--- src/core/hdlc_test_pkg.sv ---
// Package: offsets, fields, reset values and carriers for the HDLC test block
package hdlc_test_pkg;
   // ------------------------------------------------------------
   // Register offsets
   // ------------------------------------------------------------
   localparam logic [4:0] OFS_TX_LENGTH_LOW  = 5'h1A;
   localparam logic [4:0] OFS_TEST_CONTROL   = 5'h1B;
   localparam logic [4:0] OFS_TEST_STATUS    = 5'h1C;
   localparam logic [4:0] OFS_TX_LENGTH_HIGH = 5'h1F;
   // ------------------------------------------------------------
   // Test control fields
   // ------------------------------------------------------------
   localparam int BIT_SOFT_RESET = 7;
   localparam int BIT_RX_TO_TX   = 6;
   localparam int BIT_CRC_PROBE  = 3;
   localparam int BIT_FIFO_SWAP  = 2;
   localparam int BIT_ADDR_PROBE = 1;
   localparam int BIT_TX_TO_RX   = 0;
   // ------------------------------------------------------------
   // Status fields
   // ------------------------------------------------------------
   localparam int BIT_RX_CLK_VIEW = 3;
   localparam int BIT_TX_CLK_VIEW = 2;
   localparam int BIT_CRC_MATCH   = 1;
   localparam int BIT_ADDR_MATCH  = 0;
   // ------------------------------------------------------------
   // Reset values and counts
   // ------------------------------------------------------------
   localparam logic [7:0]  RST_BYTE        = 8'h00;
   localparam logic [15:0] RST_COUNT       = 16'h0000;
   localparam logic [15:0] COUNT_ONE       = 16'h0001;
   localparam logic [15:0] CRC_REMAINDER   = 16'hF0B8;
   localparam logic [4:0]  PROBE_BITS      = 5'h10;
   localparam logic [4:0]  PROBE_RST       = 5'h00;
   localparam logic [1:0]  ZERO_WRITES_CLR = 2'h2;
   // ------------------------------------------------------------
   // Carriers
   // ------------------------------------------------------------
   typedef struct packed {
      logic       end_tag;
      logic       abort_tag;
      logic [7:0] data;
   } fifo_word_t;
   typedef struct packed {
      logic       wr;
      logic       rd;
      logic [4:0] addr;
      logic [7:0] wdata;
   } reg_req_t;
   typedef enum logic [1:0] {PROBE_IDLE, PROBE_SHIFT, PROBE_HALT} probe_state_t;
endpackage

--- src/core/hdlc_txcount_test_loopback.sv ---
// HDLC transmit length counter, test control, loopbacks and test status
//
// Contract
// - Count of one tags next write end
// - Counter decrements when FIFO write completes
// - Repeat bit reloads count on each expiry
// - High byte applies on next low write
// - Soft reset resets block, keeps itself
// - Soft reset clears on two zero writes
// - Receive loopback copies bytes into both FIFOs unless a swapped processor write takes the receive FIFO
// - Looped bytes sent like processor writes
// - CRC probe shifts 16 clocks then stops
// - CRC match on F0B8, bits corruptible
// - FIFO swap redirects writes and reads
// - Swap passes tag bits both ways
// - Address probe shifts 16 clocks then stops
// - Transmit loopback feeds tx into receiver
// - Status 3 shows gated receive clock
// - Status 2 shows gated transmit clock
// - Status 1 shows CRC comparison match
// - Status 0 shows address comparison match
`timescale 1ns/1ps
`default_nettype none
module hdlc_txcount_test_loopback (
   // Clock and reset
   input  wire logic                     clk_sys,
   input  wire logic                     rst_b,
   // Register port
   input  wire hdlc_test_pkg::reg_req_t  reg_req,
   output logic [7:0]                    reg_rdata,
   // Processor FIFO access
   input  wire logic                     cpu_tx_wr,
   input  wire hdlc_test_pkg::fifo_word_t cpu_tx_word,
   input  wire logic                     cpu_rx_rd,
   input  wire hdlc_test_pkg::fifo_word_t tx_fifo_out,
   input  wire hdlc_test_pkg::fifo_word_t rx_fifo_out,
   output hdlc_test_pkg::fifo_word_t     cpu_rd_word,
   // Receiver byte stream
   input  wire logic                     rx_byte_valid,
   input  wire hdlc_test_pkg::fifo_word_t rx_byte,
   // FIFO write and read ports
   output logic                          tx_fifo_wr,
   output hdlc_test_pkg::fifo_word_t     tx_fifo_word,
   output logic                          rx_fifo_wr,
   output hdlc_test_pkg::fifo_word_t     rx_fifo_word,
   output logic                          tx_fifo_rd,
   output logic                          rx_fifo_rd,
   // Controls from other registers
   input  wire logic                     repeat_count_ctl,
   input  wire logic                     receiver_enable_ctl,
   input  wire logic                     transmitter_enable_ctl,
   // Serial path
   input  wire logic                     rx_serial_clock,
   input  wire logic                     rx_serial_data,
   input  wire logic                     tx_bit_clock,
   input  wire logic                     tx_serial_data,
   input  wire logic [15:0]              addr_match_value,
   input  wire logic [15:0]              crc_corrupt_mask,
   output logic                          rx_data_to_receiver,
   output logic                          rx_clock_run,
   output logic                          block_reset_b
);
   import hdlc_test_pkg::*;

   // ------------------------------------------------------------
   // Pin synchronisers (3 stages, change counts when 2 and 3 agree)
   // ------------------------------------------------------------
   logic [2:0] rxc_sync_ff, rxd_sync_ff, txc_sync_ff, txd_sync_ff;
   logic [2:0] nxt_rxc_sync, nxt_rxd_sync, nxt_txc_sync, nxt_txd_sync;
   logic       rxc_ff, rxd_ff, txc_ff, txd_ff;
   logic       nxt_rxc, nxt_rxd, nxt_txc, nxt_txd;
   logic       rxc_prev_ff, nxt_rxc_prev;
   always_comb begin
      nxt_rxc_sync = {rxc_sync_ff[1:0], rx_serial_clock};
      nxt_rxd_sync = {rxd_sync_ff[1:0], rx_serial_data};
      nxt_txc_sync = {txc_sync_ff[1:0], tx_bit_clock};
      nxt_txd_sync = {txd_sync_ff[1:0], tx_serial_data};
      nxt_rxc = (rxc_sync_ff[1] == rxc_sync_ff[2]) ? rxc_sync_ff[2] : rxc_ff;
      nxt_rxd = (rxd_sync_ff[1] == rxd_sync_ff[2]) ? rxd_sync_ff[2] : rxd_ff;
      nxt_txc = (txc_sync_ff[1] == txc_sync_ff[2]) ? txc_sync_ff[2] : txc_ff;
      nxt_txd = (txd_sync_ff[1] == txd_sync_ff[2]) ? txd_sync_ff[2] : txd_ff;
      nxt_rxc_prev = rxc_ff;
   end
   always_ff @(posedge clk_sys or negedge rst_b) begin
      if (!rst_b) begin
         rxc_sync_ff <= 3'h0;
         rxd_sync_ff <= 3'h0;
         txc_sync_ff <= 3'h0;
         txd_sync_ff <= 3'h0;
         rxc_ff      <= 1'b0;
         rxd_ff      <= 1'b0;
         txc_ff      <= 1'b0;
         txd_ff      <= 1'b0;
         rxc_prev_ff <= 1'b0;
      end else begin
         rxc_sync_ff <= nxt_rxc_sync;
         rxd_sync_ff <= nxt_rxd_sync;
         txc_sync_ff <= nxt_txc_sync;
         txd_sync_ff <= nxt_txd_sync;
         rxc_ff      <= nxt_rxc;
         rxd_ff      <= nxt_rxd;
         txc_ff      <= nxt_txc;
         txd_ff      <= nxt_txd;
         rxc_prev_ff <= nxt_rxc_prev;
      end
   end

   // ------------------------------------------------------------
   // Test control register and soft reset
   // ------------------------------------------------------------
   logic [7:0] ctl_ff, nxt_ctl;
   logic [1:0] zero_wr_ff, nxt_zero_wr;
   logic       ctl_wr, low_wr, high_wr, soft_rst;
   assign ctl_wr  = reg_req.wr && (reg_req.addr == OFS_TEST_CONTROL);
   assign low_wr  = reg_req.wr && (reg_req.addr == OFS_TX_LENGTH_LOW);
   assign high_wr = reg_req.wr && (reg_req.addr == OFS_TX_LENGTH_HIGH);
   assign soft_rst = ctl_ff[BIT_SOFT_RESET];
   always_comb begin
      nxt_ctl     = ctl_ff;
      nxt_zero_wr = zero_wr_ff;
      if (ctl_wr) begin
         // Reserved bits stored as written; software keeps them zero
         nxt_ctl[6:0] = soft_rst ? RST_BYTE[6:0] : reg_req.wdata[6:0];
         if (reg_req.wdata[BIT_SOFT_RESET]) begin
            nxt_ctl[BIT_SOFT_RESET] = 1'b1;
            nxt_zero_wr = 2'h0;
         end else if (soft_rst) begin
            nxt_zero_wr = zero_wr_ff + 2'h1;
            if (zero_wr_ff + 2'h1 == ZERO_WRITES_CLR) begin
               nxt_ctl[BIT_SOFT_RESET] = 1'b0;
               nxt_zero_wr = 2'h0;
            end
         end
      end
      // Other control bits held cleared while soft reset stands
      if (soft_rst) begin
         nxt_ctl[6:0] = RST_BYTE[6:0];
      end
   end
   always_ff @(posedge clk_sys or negedge rst_b) begin
      if (!rst_b) begin
         ctl_ff     <= RST_BYTE;
         zero_wr_ff <= 2'h0;
      end else begin
         ctl_ff     <= nxt_ctl;
         zero_wr_ff <= nxt_zero_wr;
      end
   end
   // ------------------------------------------------------------
   // Transmit length counter
   // ------------------------------------------------------------
   logic [7:0]  high_hold_ff, nxt_high_hold;
   logic [15:0] length_ff, nxt_length, count_ff, nxt_count;
   logic        tx_wr_req, tx_wr_done_ff, nxt_tx_wr_done;
   fifo_word_t  tx_word_sel;
   always_comb begin
      nxt_high_hold = high_hold_ff;
      nxt_length    = length_ff;
      nxt_count     = count_ff;
      nxt_tx_wr_done = tx_wr_req;
      if (high_wr) begin
         nxt_high_hold = reg_req.wdata;
      end
      if (low_wr) begin
         nxt_length = {high_hold_ff, reg_req.wdata};
         nxt_count  = {high_hold_ff, reg_req.wdata};
      end else if (tx_wr_done_ff && count_ff != RST_COUNT) begin
         // Decrement after the write has landed
         if (count_ff == COUNT_ONE) begin
            nxt_count = repeat_count_ctl ? length_ff : RST_COUNT;
         end else begin
            nxt_count = count_ff - COUNT_ONE;
         end
      end
      if (soft_rst) begin
         nxt_high_hold = RST_BYTE;
         nxt_length    = RST_COUNT;
         nxt_count     = RST_COUNT;
      end
   end

   always_ff @(posedge clk_sys or negedge rst_b) begin
      if (!rst_b) begin
         high_hold_ff  <= RST_BYTE;
         length_ff     <= RST_COUNT;
         count_ff      <= RST_COUNT;
         tx_wr_done_ff <= 1'b0;
      end else begin
         high_hold_ff  <= nxt_high_hold;
         length_ff     <= nxt_length;
         count_ff      <= nxt_count;
         tx_wr_done_ff <= nxt_tx_wr_done;
      end
   end

   // ------------------------------------------------------------
   // FIFO routing: swap probe and receive loopback
   // ------------------------------------------------------------
   logic       swap, nxt_tx_wr, nxt_rx_wr, nxt_tx_rd, nxt_rx_rd;
   fifo_word_t nxt_tx_word, nxt_rx_word, nxt_cpu_rd;
   assign swap = ctl_ff[BIT_FIFO_SWAP];
   // Loopback byte wins the transmit write port; with swap off the processor write in that cycle is lost
   assign tx_wr_req = !soft_rst && ((cpu_tx_wr && !swap) ||
                      (rx_byte_valid && ctl_ff[BIT_RX_TO_TX]));
   always_comb begin
      tx_word_sel = cpu_tx_word;
      if (rx_byte_valid && ctl_ff[BIT_RX_TO_TX]) begin
         tx_word_sel = rx_byte;
      end
      nxt_tx_word = tx_word_sel;
      if (count_ff == COUNT_ONE) begin
         nxt_tx_word.end_tag = 1'b1;
      end
      nxt_tx_wr = tx_wr_req;
      // Receiver drops flags and CRC before rx_byte_valid
      nxt_rx_wr   = !soft_rst && (rx_byte_valid || (cpu_tx_wr && swap));
      nxt_rx_word = (cpu_tx_wr && swap) ? cpu_tx_word : rx_byte;
      nxt_tx_rd   = !soft_rst && cpu_rx_rd && swap;
      nxt_rx_rd   = !soft_rst && cpu_rx_rd && !swap;
      nxt_cpu_rd  = swap ? tx_fifo_out : rx_fifo_out;
   end

   always_ff @(posedge clk_sys or negedge rst_b) begin
      if (!rst_b) begin
         tx_fifo_wr   <= 1'b0;
         tx_fifo_word <= '0;
         rx_fifo_wr   <= 1'b0;
         rx_fifo_word <= '0;
         tx_fifo_rd   <= 1'b0;
         rx_fifo_rd   <= 1'b0;
         cpu_rd_word  <= '0;
      end else begin
         tx_fifo_wr   <= nxt_tx_wr;
         tx_fifo_word <= nxt_tx_word;
         rx_fifo_wr   <= nxt_rx_wr;
         rx_fifo_word <= nxt_rx_word;
         tx_fifo_rd   <= nxt_tx_rd;
         rx_fifo_rd   <= nxt_rx_rd;
         cpu_rd_word  <= nxt_cpu_rd;
      end
   end

   // ------------------------------------------------------------
   // CRC and address probes
   // ------------------------------------------------------------
   probe_state_t state_ff, nxt_state;
   logic [4:0]  bits_ff, nxt_bits;
   logic [15:0] shift_ff, nxt_shift;
   logic        probe_on, rx_rise, crc_ok, addr_ok;
   assign probe_on = ctl_ff[BIT_CRC_PROBE] || ctl_ff[BIT_ADDR_PROBE];
   assign rx_rise  = rxc_ff && !rxc_prev_ff;
   // Mask flips single CRC bits so a failing checker can be exercised
   assign crc_ok   = ((shift_ff ^ crc_corrupt_mask) == CRC_REMAINDER);
   assign addr_ok  = (shift_ff == addr_match_value);
   always_comb begin
      nxt_state = state_ff;
      nxt_bits  = bits_ff;
      nxt_shift = shift_ff;
      case (state_ff)
         PROBE_IDLE: begin
            if (probe_on) begin
               nxt_state = PROBE_SHIFT;
               nxt_bits  = PROBE_RST;
            end
         end
         PROBE_SHIFT: begin
            if (rx_rise) begin
               nxt_shift = {shift_ff[14:0], rxd_ff};
               nxt_bits  = bits_ff + 5'h1;
               if (bits_ff + 5'h1 == PROBE_BITS) begin
                  nxt_state = PROBE_HALT;
               end
            end
         end
         PROBE_HALT: begin
            if (!probe_on) begin
               nxt_state = PROBE_IDLE;
            end
         end
         default: nxt_state = PROBE_IDLE;
      endcase
      if (!probe_on) begin
         nxt_state = PROBE_IDLE;
      end
   end

   always_ff @(posedge clk_sys or negedge rst_b) begin
      if (!rst_b) begin
         state_ff <= PROBE_IDLE;
         bits_ff  <= PROBE_RST;
         shift_ff <= RST_COUNT;
      end else begin
         state_ff <= nxt_state;
         bits_ff  <= nxt_bits;
         shift_ff <= nxt_shift;
      end
   end

   // ------------------------------------------------------------
   // Serial outputs, status and read data
   // ------------------------------------------------------------
   logic [7:0] status, nxt_rdata;
   logic       nxt_rx_data, nxt_run;
   always_comb begin
      status = RST_BYTE;
      status[BIT_RX_CLK_VIEW] = rxc_ff && receiver_enable_ctl;
      status[BIT_TX_CLK_VIEW] = txc_ff && transmitter_enable_ctl;
      status[BIT_CRC_MATCH]   = ctl_ff[BIT_CRC_PROBE] && crc_ok;
      status[BIT_ADDR_MATCH]  = ctl_ff[BIT_ADDR_PROBE] && addr_ok;
      // Software must also enable both directions for this loop
      nxt_rx_data = ctl_ff[BIT_TX_TO_RX] ? txd_ff : rxd_ff;
      nxt_run     = receiver_enable_ctl && (state_ff != PROBE_HALT);
      case (reg_req.addr)
         OFS_TX_LENGTH_LOW:  nxt_rdata = length_ff[7:0];
         OFS_TX_LENGTH_HIGH: nxt_rdata = high_hold_ff;
         OFS_TEST_CONTROL:   nxt_rdata = ctl_ff;
         OFS_TEST_STATUS:    nxt_rdata = status;
         default:            nxt_rdata = RST_BYTE;
      endcase
   end

   always_ff @(posedge clk_sys or negedge rst_b) begin
      if (!rst_b) begin
         reg_rdata           <= RST_BYTE;
         rx_data_to_receiver <= 1'b0;
         rx_clock_run        <= 1'b0;
         block_reset_b       <= 1'b0;
      end else begin
         reg_rdata           <= nxt_rdata;
         rx_data_to_receiver <= nxt_rx_data;
         rx_clock_run        <= nxt_run;
         block_reset_b       <= !soft_rst;
      end
   end
endmodule
`default_nettype wire

--- config.mk ---
export PLATFORM = sky130hd
export DESIGN_NAME = hdlc_txcount_test_loopback
export DESIGN_NICKNAME = d
export VERILOG_FILES = /design/src/core/hdlc_test_pkg.sv /design/src/core/hdlc_txcount_test_loopback.sv
export SDC_FILE = /design/constraint.sdc
export NUM_CORES = 1
export LEC_CHECK = 0
export BUFFER_PORTS_ARGS = -buffer_cell sky130_fd_sc_hd__buf_2
export CORE_MARGIN = 2
export CORE_UTILIZATION = 45
export DETAILED_ROUTE_END_ITERATION = 8
export GPL_TIMING_DRIVEN = 0
export PLACE_DENSITY_LB_ADDON = 0.25
export REMOVE_ABC_BUFFERS = 1
export SLEW_MARGIN = 20
export SYNTH_ARGS = -nofsm -noshare
export SYNTH_HDL_FRONTEND = slang
export SYNTH_SLANG_ARGS = --single-unit
--- constraint.sdc ---
create_clock -name clk_sys -period 4.66 [get_ports clk_sys]
set_input_delay 0.466 -clock clk_sys [delete_from_list [all_inputs] [get_ports clk_sys]]
set_output_delay 0.466 -clock clk_sys [all_outputs]
set_load 0.01 [all_outputs]
# [Yosys cells after proc, flatten, opt, wreduce, memory -nomap -nowiden]
# Index checks and enable logic that the tools add are counted.
[word_totals] reg_bits=135 output_inout_bits=45 wordCells=126
[classes] add_sub_neg=3 eq_ne=21 muxes=30 n_bitwise=1 reduce_logical=36
[op_table] cell="2-to-1 mux 16 bit" count=7
[op_table] cell="case mux 8 bit (4 select lines)" count=1
[op_table] cell="2-to-1 mux 10 bit" count=3
[op_table] cell="equality test 5 bit, second input constant" count=5
[op_table] cell="logical AND 1 bit" count=18
[op_table] cell="equality test 16 x 1 -> 1 bit, second input constant" count=1
[op_table] cell="equality test 16 bit" count=1
[op_table] cell="equality test 16 bit, second input constant" count=1
[op_table] cell="2-to-1 mux 8 bit" count=2
[op_table] cell="nonzero test 16 bit" count=1
[op_table] cell="subtractor 16 x 1 -> 16 bit, second input constant" count=1
[op_table] cell="XOR 16 bit" count=1
[op_table] cell="2-to-1 mux 7 bit" count=2
[op_table] cell="2-to-1 mux 2 bit" count=6
[op_table] cell="2-to-1 mux 5 bit" count=2
[op_table] cell="case mux 5 bit (2 select lines)" count=1
[op_table] cell="nonzero test 2 bit" count=5
[op_table] cell="!= test 2 bit, second input constant" count=4
[op_table] cell="!= test 3 bit, second input constant" count=2
[op_table] cell="case mux 2 bit (3 select lines)" count=1
[op_table] cell="AND reduction 3 bit" count=2
[op_table] cell="adder 5 x 1 -> 5 bit, second input constant" count=1
[op_table] cell="2-to-1 mux 1 bit" count=5
[op_table] cell="equality test 1 bit" count=4
[op_table] cell="8 further kinds" count=14

# [Depth between registers and ports, before layout]
# Gate-level depths: netlist (run 1).
[depth] depth_word=6 depth_mapped=10

# [Worst setup path before layout (run 1)]
# OpenSTA, ideal clock, no wires.
[synth_timing] kind="reg-to-reg" startpoint="register count_ff[6]" endpoint="register count_ff[4]" setup_time_ps=136 t_arrival_ps=2029 required_ps=4524 path_slack_ps=2495 stages_incl_launch_ff=10 period_less_slack_ps=2165 cell_sequence="dfrtp_1 or4_1 buf_2 nor3_1 and2_1 buf_2 buf_2 a22oi_1 o211ai_1 a21oi_1"
[synth_via] elab_chain_len=5
[synth_rtl] item="start, declared" line_no="hdlc_txcount_test_loopback.sv:153" text="logic [15:0] length_ff, nxt_length, count_ff, nxt_count;"
[synth_rtl] item="start signal, assigned" line_no="hdlc_txcount_test_loopback.sv:191" text="count_ff <= nxt_count;"
[synth_rtl] item="equality test 16 x 1 -> 1 bit" line_no="hdlc_txcount_test_loopback.sv:169" text="if (count_ff == COUNT_ONE) begin"
[synth_rtl] item="2-to-1 mux 16 bit" line_no="hdlc_txcount_test_loopback.sv:169"
[synth_rtl] item="2-to-1 mux 16 bit" line_no="hdlc_txcount_test_loopback.sv:167" text="end else if (tx_wr_done_ff && count_ff != RST_COUNT) begin"
[synth_rtl] item="2-to-1 mux 16 bit" line_no="hdlc_txcount_test_loopback.sv:164" text="if (low_wr) begin"
[synth_rtl] item="2-to-1 mux 16 bit" line_no="hdlc_txcount_test_loopback.sv:175" text="if (soft_rst) begin"
# Parallel ways exist; a longest one is shown, timed or not. The select of a mux whose other input is x is not followed.
# A chain may end at the register's enable or synchronous reset.

# [Worst setup path after layout (run 1)]
[layout_timing] startpoint="register count_ff[4]" endpoint="register count_ff[0]"
# Same word-level chain as after synthesis.

==> tab_implementation.tex, run 1 <==
\begin{tabular}{lr}
\hline
Metric & Value \\
\hline
\multicolumn{2}{l}{\textbf{Run status}} \\
\quad Status & finished, final reports clean \\
\multicolumn{2}{l}{\textbf{Timing}} \\
\quad Headroom to the max-slew limit & 29.8\% \\
\quad Worst hold-check slack & approximately 0.16 ns \\
\quad Final hold violation count & 0 \\
\quad Maximum clock skew at final layout & roughly 0.005 ns \\
\quad Setup total negative slack & 0 ns \\
\quad Transition time at the pin with the least slew margin & between 1 and 1.5 ns \\
\quad Period minus WS final & around 3.1 ns \\
\quad Number of setup violations in the final report & 0 \\
\quad Share of the clock period used by the worst path after layout & between 60\% and 70\% \\
\quad Setup repair after global routing missed its margin & false \\
\quad Maximum frequency from static timing analysis & 320 MHz \\
\quad Final-report max-slew violation count & 0 \\
\multicolumn{2}{l}{\textbf{Worst setup path}} \\
\quad Endpoint class of the critical path & register \\
\quad WS Path Type & reg -> reg \\
\quad Most frequent cell on the critical path & a31oi\_1 \\
\quad Slowest library cell on the worst path & and2\_1 \\
\quad Largest fanout on the critical path & 20 \\
\quad Crit Reg-Reg Endpoint & count\_ff[0] \\
\quad Startpoint of the most critical register-to-register path & count\_ff[4] \\
\quad Arrival time of data at the critical path endpoint & 3.46 ns \\
\quad Reg-to-reg slack, setup & around 1.5 ns \\
\quad Worst-case reg-to-reg path depth & 6 \\
\quad Required time of the critical path & 5.00 ns \\
\quad CP cell instances & or4\_1, nor3\_2, and2\_1, a31oi\_1, or3\_1, a31oi\_1 \\
\quad Slowest Stage Delay on Critical Path & about 0.70 ns \\
\quad Startpoint type of the worst setup path & register \\
\multicolumn{2}{l}{\textbf{Clock network}} \\
\quad Count of instances resized after the clock tree is built & 0 \\
\quad Clk root buf & clkbuf\_16 \\
\quad Buffers inserted during post-CTS setup optimization & 0 \\
\quad Number of buffers created by CTS & 17 \\
\quad CTS tree & built \\
\quad Clock latency on the worst-skew pair & about 0.41 ns \\
\quad Maximum buffer depth of the clock tree & 2 \\
\quad Total number of clock tree sinks & roughly 140 \\
\quad Maximum level of the CTS H-tree & 4 \\
\quad Register clock-pin slew on the reported worst setup and hold paths & roughly 0.06 ns \\
\multicolumn{2}{l}{\textbf{Place}} \\
\quad Cell count after placement & 860 \\
\quad Routability congestion estimate & 0.934 \\
\quad Detailed-placement wirelength estimate & between 10000 and 15000 µm \\
\quad Count of input and output buffers & between 100 and 150 \\
\multicolumn{2}{l}{\textbf{Logic synthesis}} \\
\quad Area of the mapped netlist & 6180 µm² \\
\quad Async set-reset flop share out of synthesis & 100\% \\
\quad Synth unique cells & 52 \\
\quad Cells after Synth & approximately 570 \\
\quad Yosys synthesis warning count & 0 \\
\quad Sequential element share of the synthesized area & 54.7\% \\
\quad Most used flip-flop cell after synthesis & dfrtp\_1 \\
\quad Post-synth EDFFs & 0 \\
\quad FF+latch count, synth & around 140 \\
\quad Syn avg cell area & $\sim$11 µm² \\
\multicolumn{2}{l}{\textbf{Die}} \\
\quad Die area & 14700 µm² \\
\quad FP Rows & 42 \\
\quad Area of the placeable core & roughly 13000 µm² \\
\quad Vert. Die Dim & 121 µm \\
\quad I/O pin count & roughly 140 \\
\quad Starting density of the core & between 40\% and 50\% \\
\quad Die X-Extent & around 120 µm \\
\multicolumn{2}{l}{\textbf{Detailed routing}} \\
\quad Length of the first detailed-routing pass in iterations & 5 \\
\quad Total number of vias & between 4000 and 5000 \\
\quad Routed wire length per instance & 16.7 µm \\
\quad Final Routed Wirelength & 14900 µm \\
\quad Via count normalized by instance count & approximately 5.4 \\
\quad Violation count after the first detailed-route iteration & around 280 \\
\quad Detail Route Antenna Nets & 0 \\
\quad DRC Markers & 0 \\
\multicolumn{2}{l}{\textbf{Power and ir drop}} \\
\quad Reported leakage power & 3.54 nW \\
\quad Total power divided by cell area & roughly 370 nW/µm² \\
\quad Maximum vdd ir drop & approximately 230 µV \\
\multicolumn{2}{l}{\textbf{Hold path}} \\
\quad Launch instance of the worst min-delay path & rx\_serial\_data \\
\quad Hold depth & 1 \\
\quad Hold WC Path Type & in -> reg \\
\quad Worst Hold Endpoint & rxd\_sync\_ff[0] \\
\multicolumn{2}{l}{\textbf{Global routing}} \\
\quad Aggregate global routing overflow & 0 \\
\quad Global-route wire length before repair & roughly 25000 µm \\
\quad Maximum number of pins on one net before global-route repair & $\sim$100 \\
\quad Number of antenna violations at the first check in global routing & 0 \\
\quad Via count of the first global-routing pass & 4940 \\
\quad Global-route usage over all layers & between 20\% and 30\% \\
\multicolumn{2}{l}{\textbf{Final layout}} \\
\quad NumNets Final & around 810 \\
\quad Leading cell type in the layout, fill and taps excluded & buf\_2 \\
\quad \# diodes & 0 \\
\quad Synthesis-to-layout area growth & 24.6\% \\
\quad Highest-count cells in the layout ignoring fill and taps & buf\_2, dfrtp\_1, nand2\_1 \\
\quad Fin cells & 892 \\
\quad Post-layout util & 57.7\% \\
\quad Fraction of layout instances using a drive strength above 1 & 32.5\% \\
\multicolumn{2}{l}{\textbf{Flow run}} \\
\quad Max-capacitance violation count & 0 \\
\hline
\end{tabular}
[worst max path at each step]
stage	startpoint	to	slack, ns	depth (start not counted)
finish	count_ff[4]	count_ff[0]	1.54	6
global route	count_ff[6]	count_ff[14]	1.31	6
CTS	count_ff[6]	count_ff[0]	1.23	6
detailed placement	count_ff[6]	count_ff[0]	1.21	6
global placement	count_ff[6]	count_ff[0]	1.21	6
floorplan	count_ff[6]	count_ff[0]	1.84	6
[cell families (layout without fill, tap and decap cells)]
kind of cell               after synthesis  in the layout  synth area share, %
DFF                                    135            135                 54.7
AOI/OAI and AO/OA                      109            109                 10.9
and+or+nand+nor                        178            178                 13.7
xor gates and xnor gates                41             41                 5.81
adders and majority gates                7              7                 1.26
buffers and inverters                   34            182                 2.33
muxes                                   64             64                 11.3
[critical path: cells and delay by family (launching register included)]
family / cells / cell delay (ns)
compound gates: 2 / 0.32
flops: 1 / 0.45
simple gates: 4 / 2.28
[metal layers]
metal	global-route usage [%]	vias to the layer above	part of all wire, %
met1	29.6	2283	44
met2	33.4	197	47
met5	0	-	0
met3	6.20	16	7.4
li1	-	2287	-
met4	6.75	0	1.3
[timing repair]
item | in CTS | in global routing
endpoints found under the setup margin | 0 | 0
hold buffers | 1 | 0
endpoints found under the hold margin | 35 | 0
[synth_stat cells, types with 4 or more instances]
master / number / area share, %
a211oi_1: 6 / 0.73
a21oi_1: 49 / 4.0
a31oi_1: 4 / 0.40
and3_1: 8 / 0.81
buf_2: 4 / 0.32
clkbuf_1: 21 / 1.3
dfrtp_1: 135 / 55
inv_1: 5 / 0.30
maj3_1: 4 / 0.65
mux2_2: 48 / 8.7
mux2i_1: 16 / 2.6
nand2_1: 75 / 4.6
nand3_1: 12 / 0.97
nand4_1: 5 / 0.51
nor2_1: 32 / 1.9
nor3_1: 13 / 1.1
nor4_1: 11 / 1.1
o211ai_1: 4 / 0.49
o21ai_0: 17 / 1.4
or4_1: 4 / 0.49
xnor2_1: 15 / 2.1
xor2_1: 26 / 3.7
[cell type report]
| class | instances | area [µm²] |
|---|---|---|
| clock buffers | 20 | 447 |
| clock inverters | 11 | 173 |
| fillers | 1139 | 5650 |
| inverters | 5 | 18.8 |
| multi-input cells | 399 | 2670 |
| flip-flops and latches | 135 | 3380 |
| well taps | 176 | 220 |
| repair buffers | 146 | 786 |
[state kept, by name (all words and copies together), names as in the netlist, 5 cells and up]
| name | cells |
|---|---|
| bits_ff | 5 |
| count_ff | 16 |
| cpu_rd_word | 10 |
| ctl_ff | 8 |
| high_hold_ff | 8 |
| length_ff | 16 |
| reg_rdata | 8 |
| rx_fifo_word | 10 |
| shift_ff | 16 |
| tx_fifo_word | 10 |
[report_power, final]
part           internal [W]  leakage [nW]  switching, W
clock network      0.000909         0.301      0.000487
logic             0.0000868          1.47      0.000110
registers           0.00121          1.77     0.0000255
total               0.00220          3.54      0.000623
[through the flow]
step / setup WS, ns / area (µm²) / power [W]
floorplan: 1.84 / 6050 / 0.00132
global placement: 1.21 / 6990 / 0.00144
detailed placement: 1.21 / 7060 / 0.00145
CTS: 1.23 / 7690 / 0.00286
global route: 1.31 / 7700 / 0.00293
finish: 1.54 / 7700 / 0.00283
No activity file was read; power rests on OpenSTA's default activity.
==> inputs of run 2 (changes only) <==
- clock period: 4.66 -> 2.6 ns (I/O delays scaled with it)
==> run 2 against run 1 <==
Net effect: critical path depth stayed put; non-clock buffer count increased by 11; hold slack got worse by 0.079 ns; flip-flop and latch count unchanged; wire length up 1.9%; sequential share of layout area down 0.70 points; largest cell class unchanged.
==> tab_implementation.tex, run 2 (same netlist as run 1, synthesis figures left out) <==
\begin{tabular}{lr}
\hline
Metric & Value \\
\hline
\multicolumn{2}{l}{\textbf{Run status}} \\
\quad Status & finished, final reports clean (unchanged) \\
\multicolumn{2}{l}{\textbf{Die}} \\
\quad Die area & 14700 µm² (unchanged) \\
\quad Vert. Die Dim & 121 µm (unchanged) \\
\quad Area of the placeable core & 13300 µm² (unchanged) \\
\quad FP Rows & 42 (unchanged) \\
\quad I/O pin count & 144 (unchanged) \\
\quad Starting density of the core & 46.3\% (unchanged) \\
\quad Die X-Extent & 121 µm (unchanged) \\
\multicolumn{2}{l}{\textbf{Final layout}} \\
\quad Final cell area excluding filler cells & 7820 µm² (was 7700 µm²) \\
\quad Largest registers & count\_ff (16), length\_ff (16), shift\_ff (16) (unchanged) \\
\quad \# diodes & 0 (unchanged) \\
\quad Leading cell type in the layout, fill and taps excluded & buf\_2 (unchanged) \\
\quad Synthesis-to-layout area growth & 26.6\% (was 24.6\%) \\
\quad Highest-count cells in the layout ignoring fill and taps & buf\_2, dfrtp\_1, nand2\_1 (unchanged) \\
\quad Fraction of layout instances using a drive strength above 1 & 33.4\% (was 32.5\%) \\
\quad Fillers & 1129 (was 1139) \\
\quad NumNets Final & 817 (was 806) \\
\multicolumn{2}{l}{\textbf{Detailed routing}} \\
\quad Final Routed Wirelength & 15200 µm (was 14900 µm) \\
\quad Detail Route Antenna Nets & 0 (unchanged) \\
\quad Length of the first detailed-routing pass in iterations & 4 (was 5) \\
\quad DRC Markers & 0 (unchanged) \\
\quad Routed wire length per instance & 16.8 µm (was 16.7 µm) \\
\quad Violation count after the first detailed-route iteration & 255 (was 278) \\
\quad Via count normalized by instance count & 5.38 (was 5.36) \\
\quad Total number of vias & 4859 (was 4783) \\
\multicolumn{2}{l}{\textbf{Clock network}} \\
\quad Clk root buf & clkbuf\_16 (unchanged) \\
\quad Maximum level of the CTS H-tree & 4 (unchanged) \\
\quad Register clock-pin slew on the reported worst setup and hold paths & 0.06 ns (about the same) \\
\quad Clock latency on the worst-skew pair & 0.41 ns (about the same) \\
\quad CTS tree & built (unchanged) \\
\quad Maximum buffer depth of the clock tree & 2 (unchanged) \\
\quad Number of buffers created by CTS & 17 (unchanged) \\
\quad Total number of clock tree sinks & 135 (unchanged) \\
\multicolumn{2}{l}{\textbf{Global routing}} \\
\quad Maximum number of pins on one net before global-route repair & 101 (unchanged) \\
\quad Via count of the first global-routing pass & 4936 (was 4940) \\
\quad Aggregate global routing overflow & 0 (unchanged) \\
\quad Global-route wire length before repair & 24800 µm (was 24700 µm) \\
\quad Number of antenna violations at the first check in global routing & 0 (unchanged) \\
\quad Global-route usage over all layers & 21.7\% (was 21.6\%) \\
\multicolumn{2}{l}{\textbf{Worst setup path}} \\
\quad Reg-to-reg slack, setup & 0.12 ns (was 1.54 ns) \\
\quad WS Path Type & reg -> reg (unchanged) \\
\quad Startpoint of the most critical setup path & count\_ff[6] (was count\_ff[4]) \\
\quad Capturing element of the worst setup path & count\_ff[0] (unchanged) \\
\quad Largest fanout on the critical path & 20 (unchanged) \\
\quad Endpoint class of the critical path & register (unchanged) \\
\quad Crit Reg-Reg Endpoint & count\_ff[0] (unchanged) \\
\quad Worst-case reg-to-reg path depth & 6 (unchanged) \\
\quad Startpoint type of the worst setup path & register (unchanged) \\
\quad Arrival time of data at the critical path endpoint & 2.82 ns (was 3.46 ns) \\
\quad Required time of the critical path & 2.94 ns (was 5.00 ns) \\
\quad Startpoint of the most critical register-to-register path & count\_ff[6] (was count\_ff[4]) \\
\multicolumn{2}{l}{\textbf{Timing}} \\
\quad Setup total negative slack & 0 ns (unchanged) \\
\quad Transition time at the pin with the least slew margin & 1.05 ns (about the same) \\
\quad Final-report max-slew violation count & 0 (unchanged) \\
\quad Maximum clock skew at final layout & 0.00535 ns (was 0.00500 ns) \\
\quad Period minus WS final & 2.48 ns (was 3.12 ns) \\
\quad Setup repair after global routing missed its margin & false (unchanged) \\
\quad Final hold violation count & 0 (unchanged) \\
\quad Number of setup violations in the final report & 0 (unchanged) \\
\quad Share of the clock period used by the worst path after layout & 95.3\% (was 67.0\%) \\
\quad Maximum frequency from static timing analysis & 404 MHz (was 320 MHz) \\
\quad Headroom to the max-slew limit & 29.8\% (about the same) \\
\multicolumn{2}{l}{\textbf{Power and ir drop}} \\
\quad Maximum vdd ir drop & 406 µV (was 227 µV) \\
\quad Total power divided by cell area & 650 nW/µm² (was 367 nW/µm²) \\
\quad Overall power consumption & 0.00508 W (was 0.00283 W) \\
\quad Reported leakage power & 3.60 nW (was 3.54 nW) \\
\multicolumn{2}{l}{\textbf{Place}} \\
\quad Detailed-placement wirelength estimate & 10400 µm (unchanged) \\
\quad Count of input and output buffers & 142 (unchanged) \\
\quad Post-Place Cell Area & 7060 µm² (unchanged) \\
\quad Routability congestion estimate & 0.934 (unchanged) \\
\multicolumn{2}{l}{\textbf{Flow run}} \\
\quad Max-capacitance violation count & 0 (unchanged) \\
\multicolumn{2}{l}{\textbf{Hold path}} \\
\quad Hold WC Path Type & in -> reg (unchanged) \\
\hline
\end{tabular}
-- run 2: repair_timing --
item	4_1_cts	5_1_grt
setup buffers	0	7
endpoints found under the setup margin	17	12
resized for setup	6	0
pin swaps	0	2
hold endpoints to repair	39	0
hold buffers	5	0
gates cloned	0	0
-- run 2: per-stage QoR --
stage          setup WS, ns  hold slack, ns  util, %  std cells
2_1_floorplan        -0.217         -0.0356        -        539
3_3_place_gp         -0.853           0.333     52.3        857
3_5_place_dp         -0.851           0.145     52.9        860
4_1_cts              0.0229          0.0626     58.1        896
5_1_grt             0.00289          0.0727     58.6        903
6_report              0.123          0.0768     58.6        903
-- run 2: metal layers --
| layer | part of all wire, % | vias to the layer above | global-route usage (%) |
|---|---|---|---|
| li1 | - | 2307 | - |
| met1 | 44 | 2331 | 29.7 |
| met2 | 47 | 204 | 33.6 |
| met3 | 7.1 | 17 | 6.11 |
| met4 | 1.4 | 0 | 6.75 |
| met5 | 0 | - | 0 |
-- run 2: cell type report --
cell class / count / area, µm² / share of cell area (%)
Timing Repair Buffer: 157 / 891 / 11.4
Multi-Input combinational cell: 399 / 2690 / 34.4
Tap cell: 176 / 220 / 2.82
Clock inverter: 11 / 173 / 2.21
Inverter: 5 / 18.8 / 0.240
Sequential cell: 135 / 3380 / 43.2
Clock buffer: 20 / 447 / 5.71
-- run 2: worst min path at each step --
stage / to / start / cells past startpoint / slack [ns]
after detailed placement: bits_ff[0] / rst_b / 1 / 0.15
final: cpu_rd_word[3] / rx_fifo_out[3] / 2 / 0.08
after CTS: cpu_rd_word[3] / rx_fifo_out[3] / 2 / 0.06
after floorplan: bits_ff[0] / rst_b / 0 / -0.04
after global routing: cpu_rd_word[8] / rx_fifo_out[8] / 2 / 0.07
after global placement: txc_sync_ff[1] / txc_sync_ff[0] / 0 / 0.33
-- run 2: critical path: stages (launching register included) --
cell,delay (ns)
dfrtp_1,0.41
or4_1,0.71
nor3_4,0.34
and2_4,0.34
a31oi_1,0.11
or3_1,0.32
a31oi_1,0.16
-- run 2: power breakdown --
group	total, W	internal, W	leakage [nW]	switching (W)
Sequential	0.00221	0.00216	1.77	0.0000465
Combinational	0.000363	0.000161	1.53	0.000202
Clock	0.00251	0.00163	0.301	0.000880
Total	0.00508	0.00395	3.60	0.00113
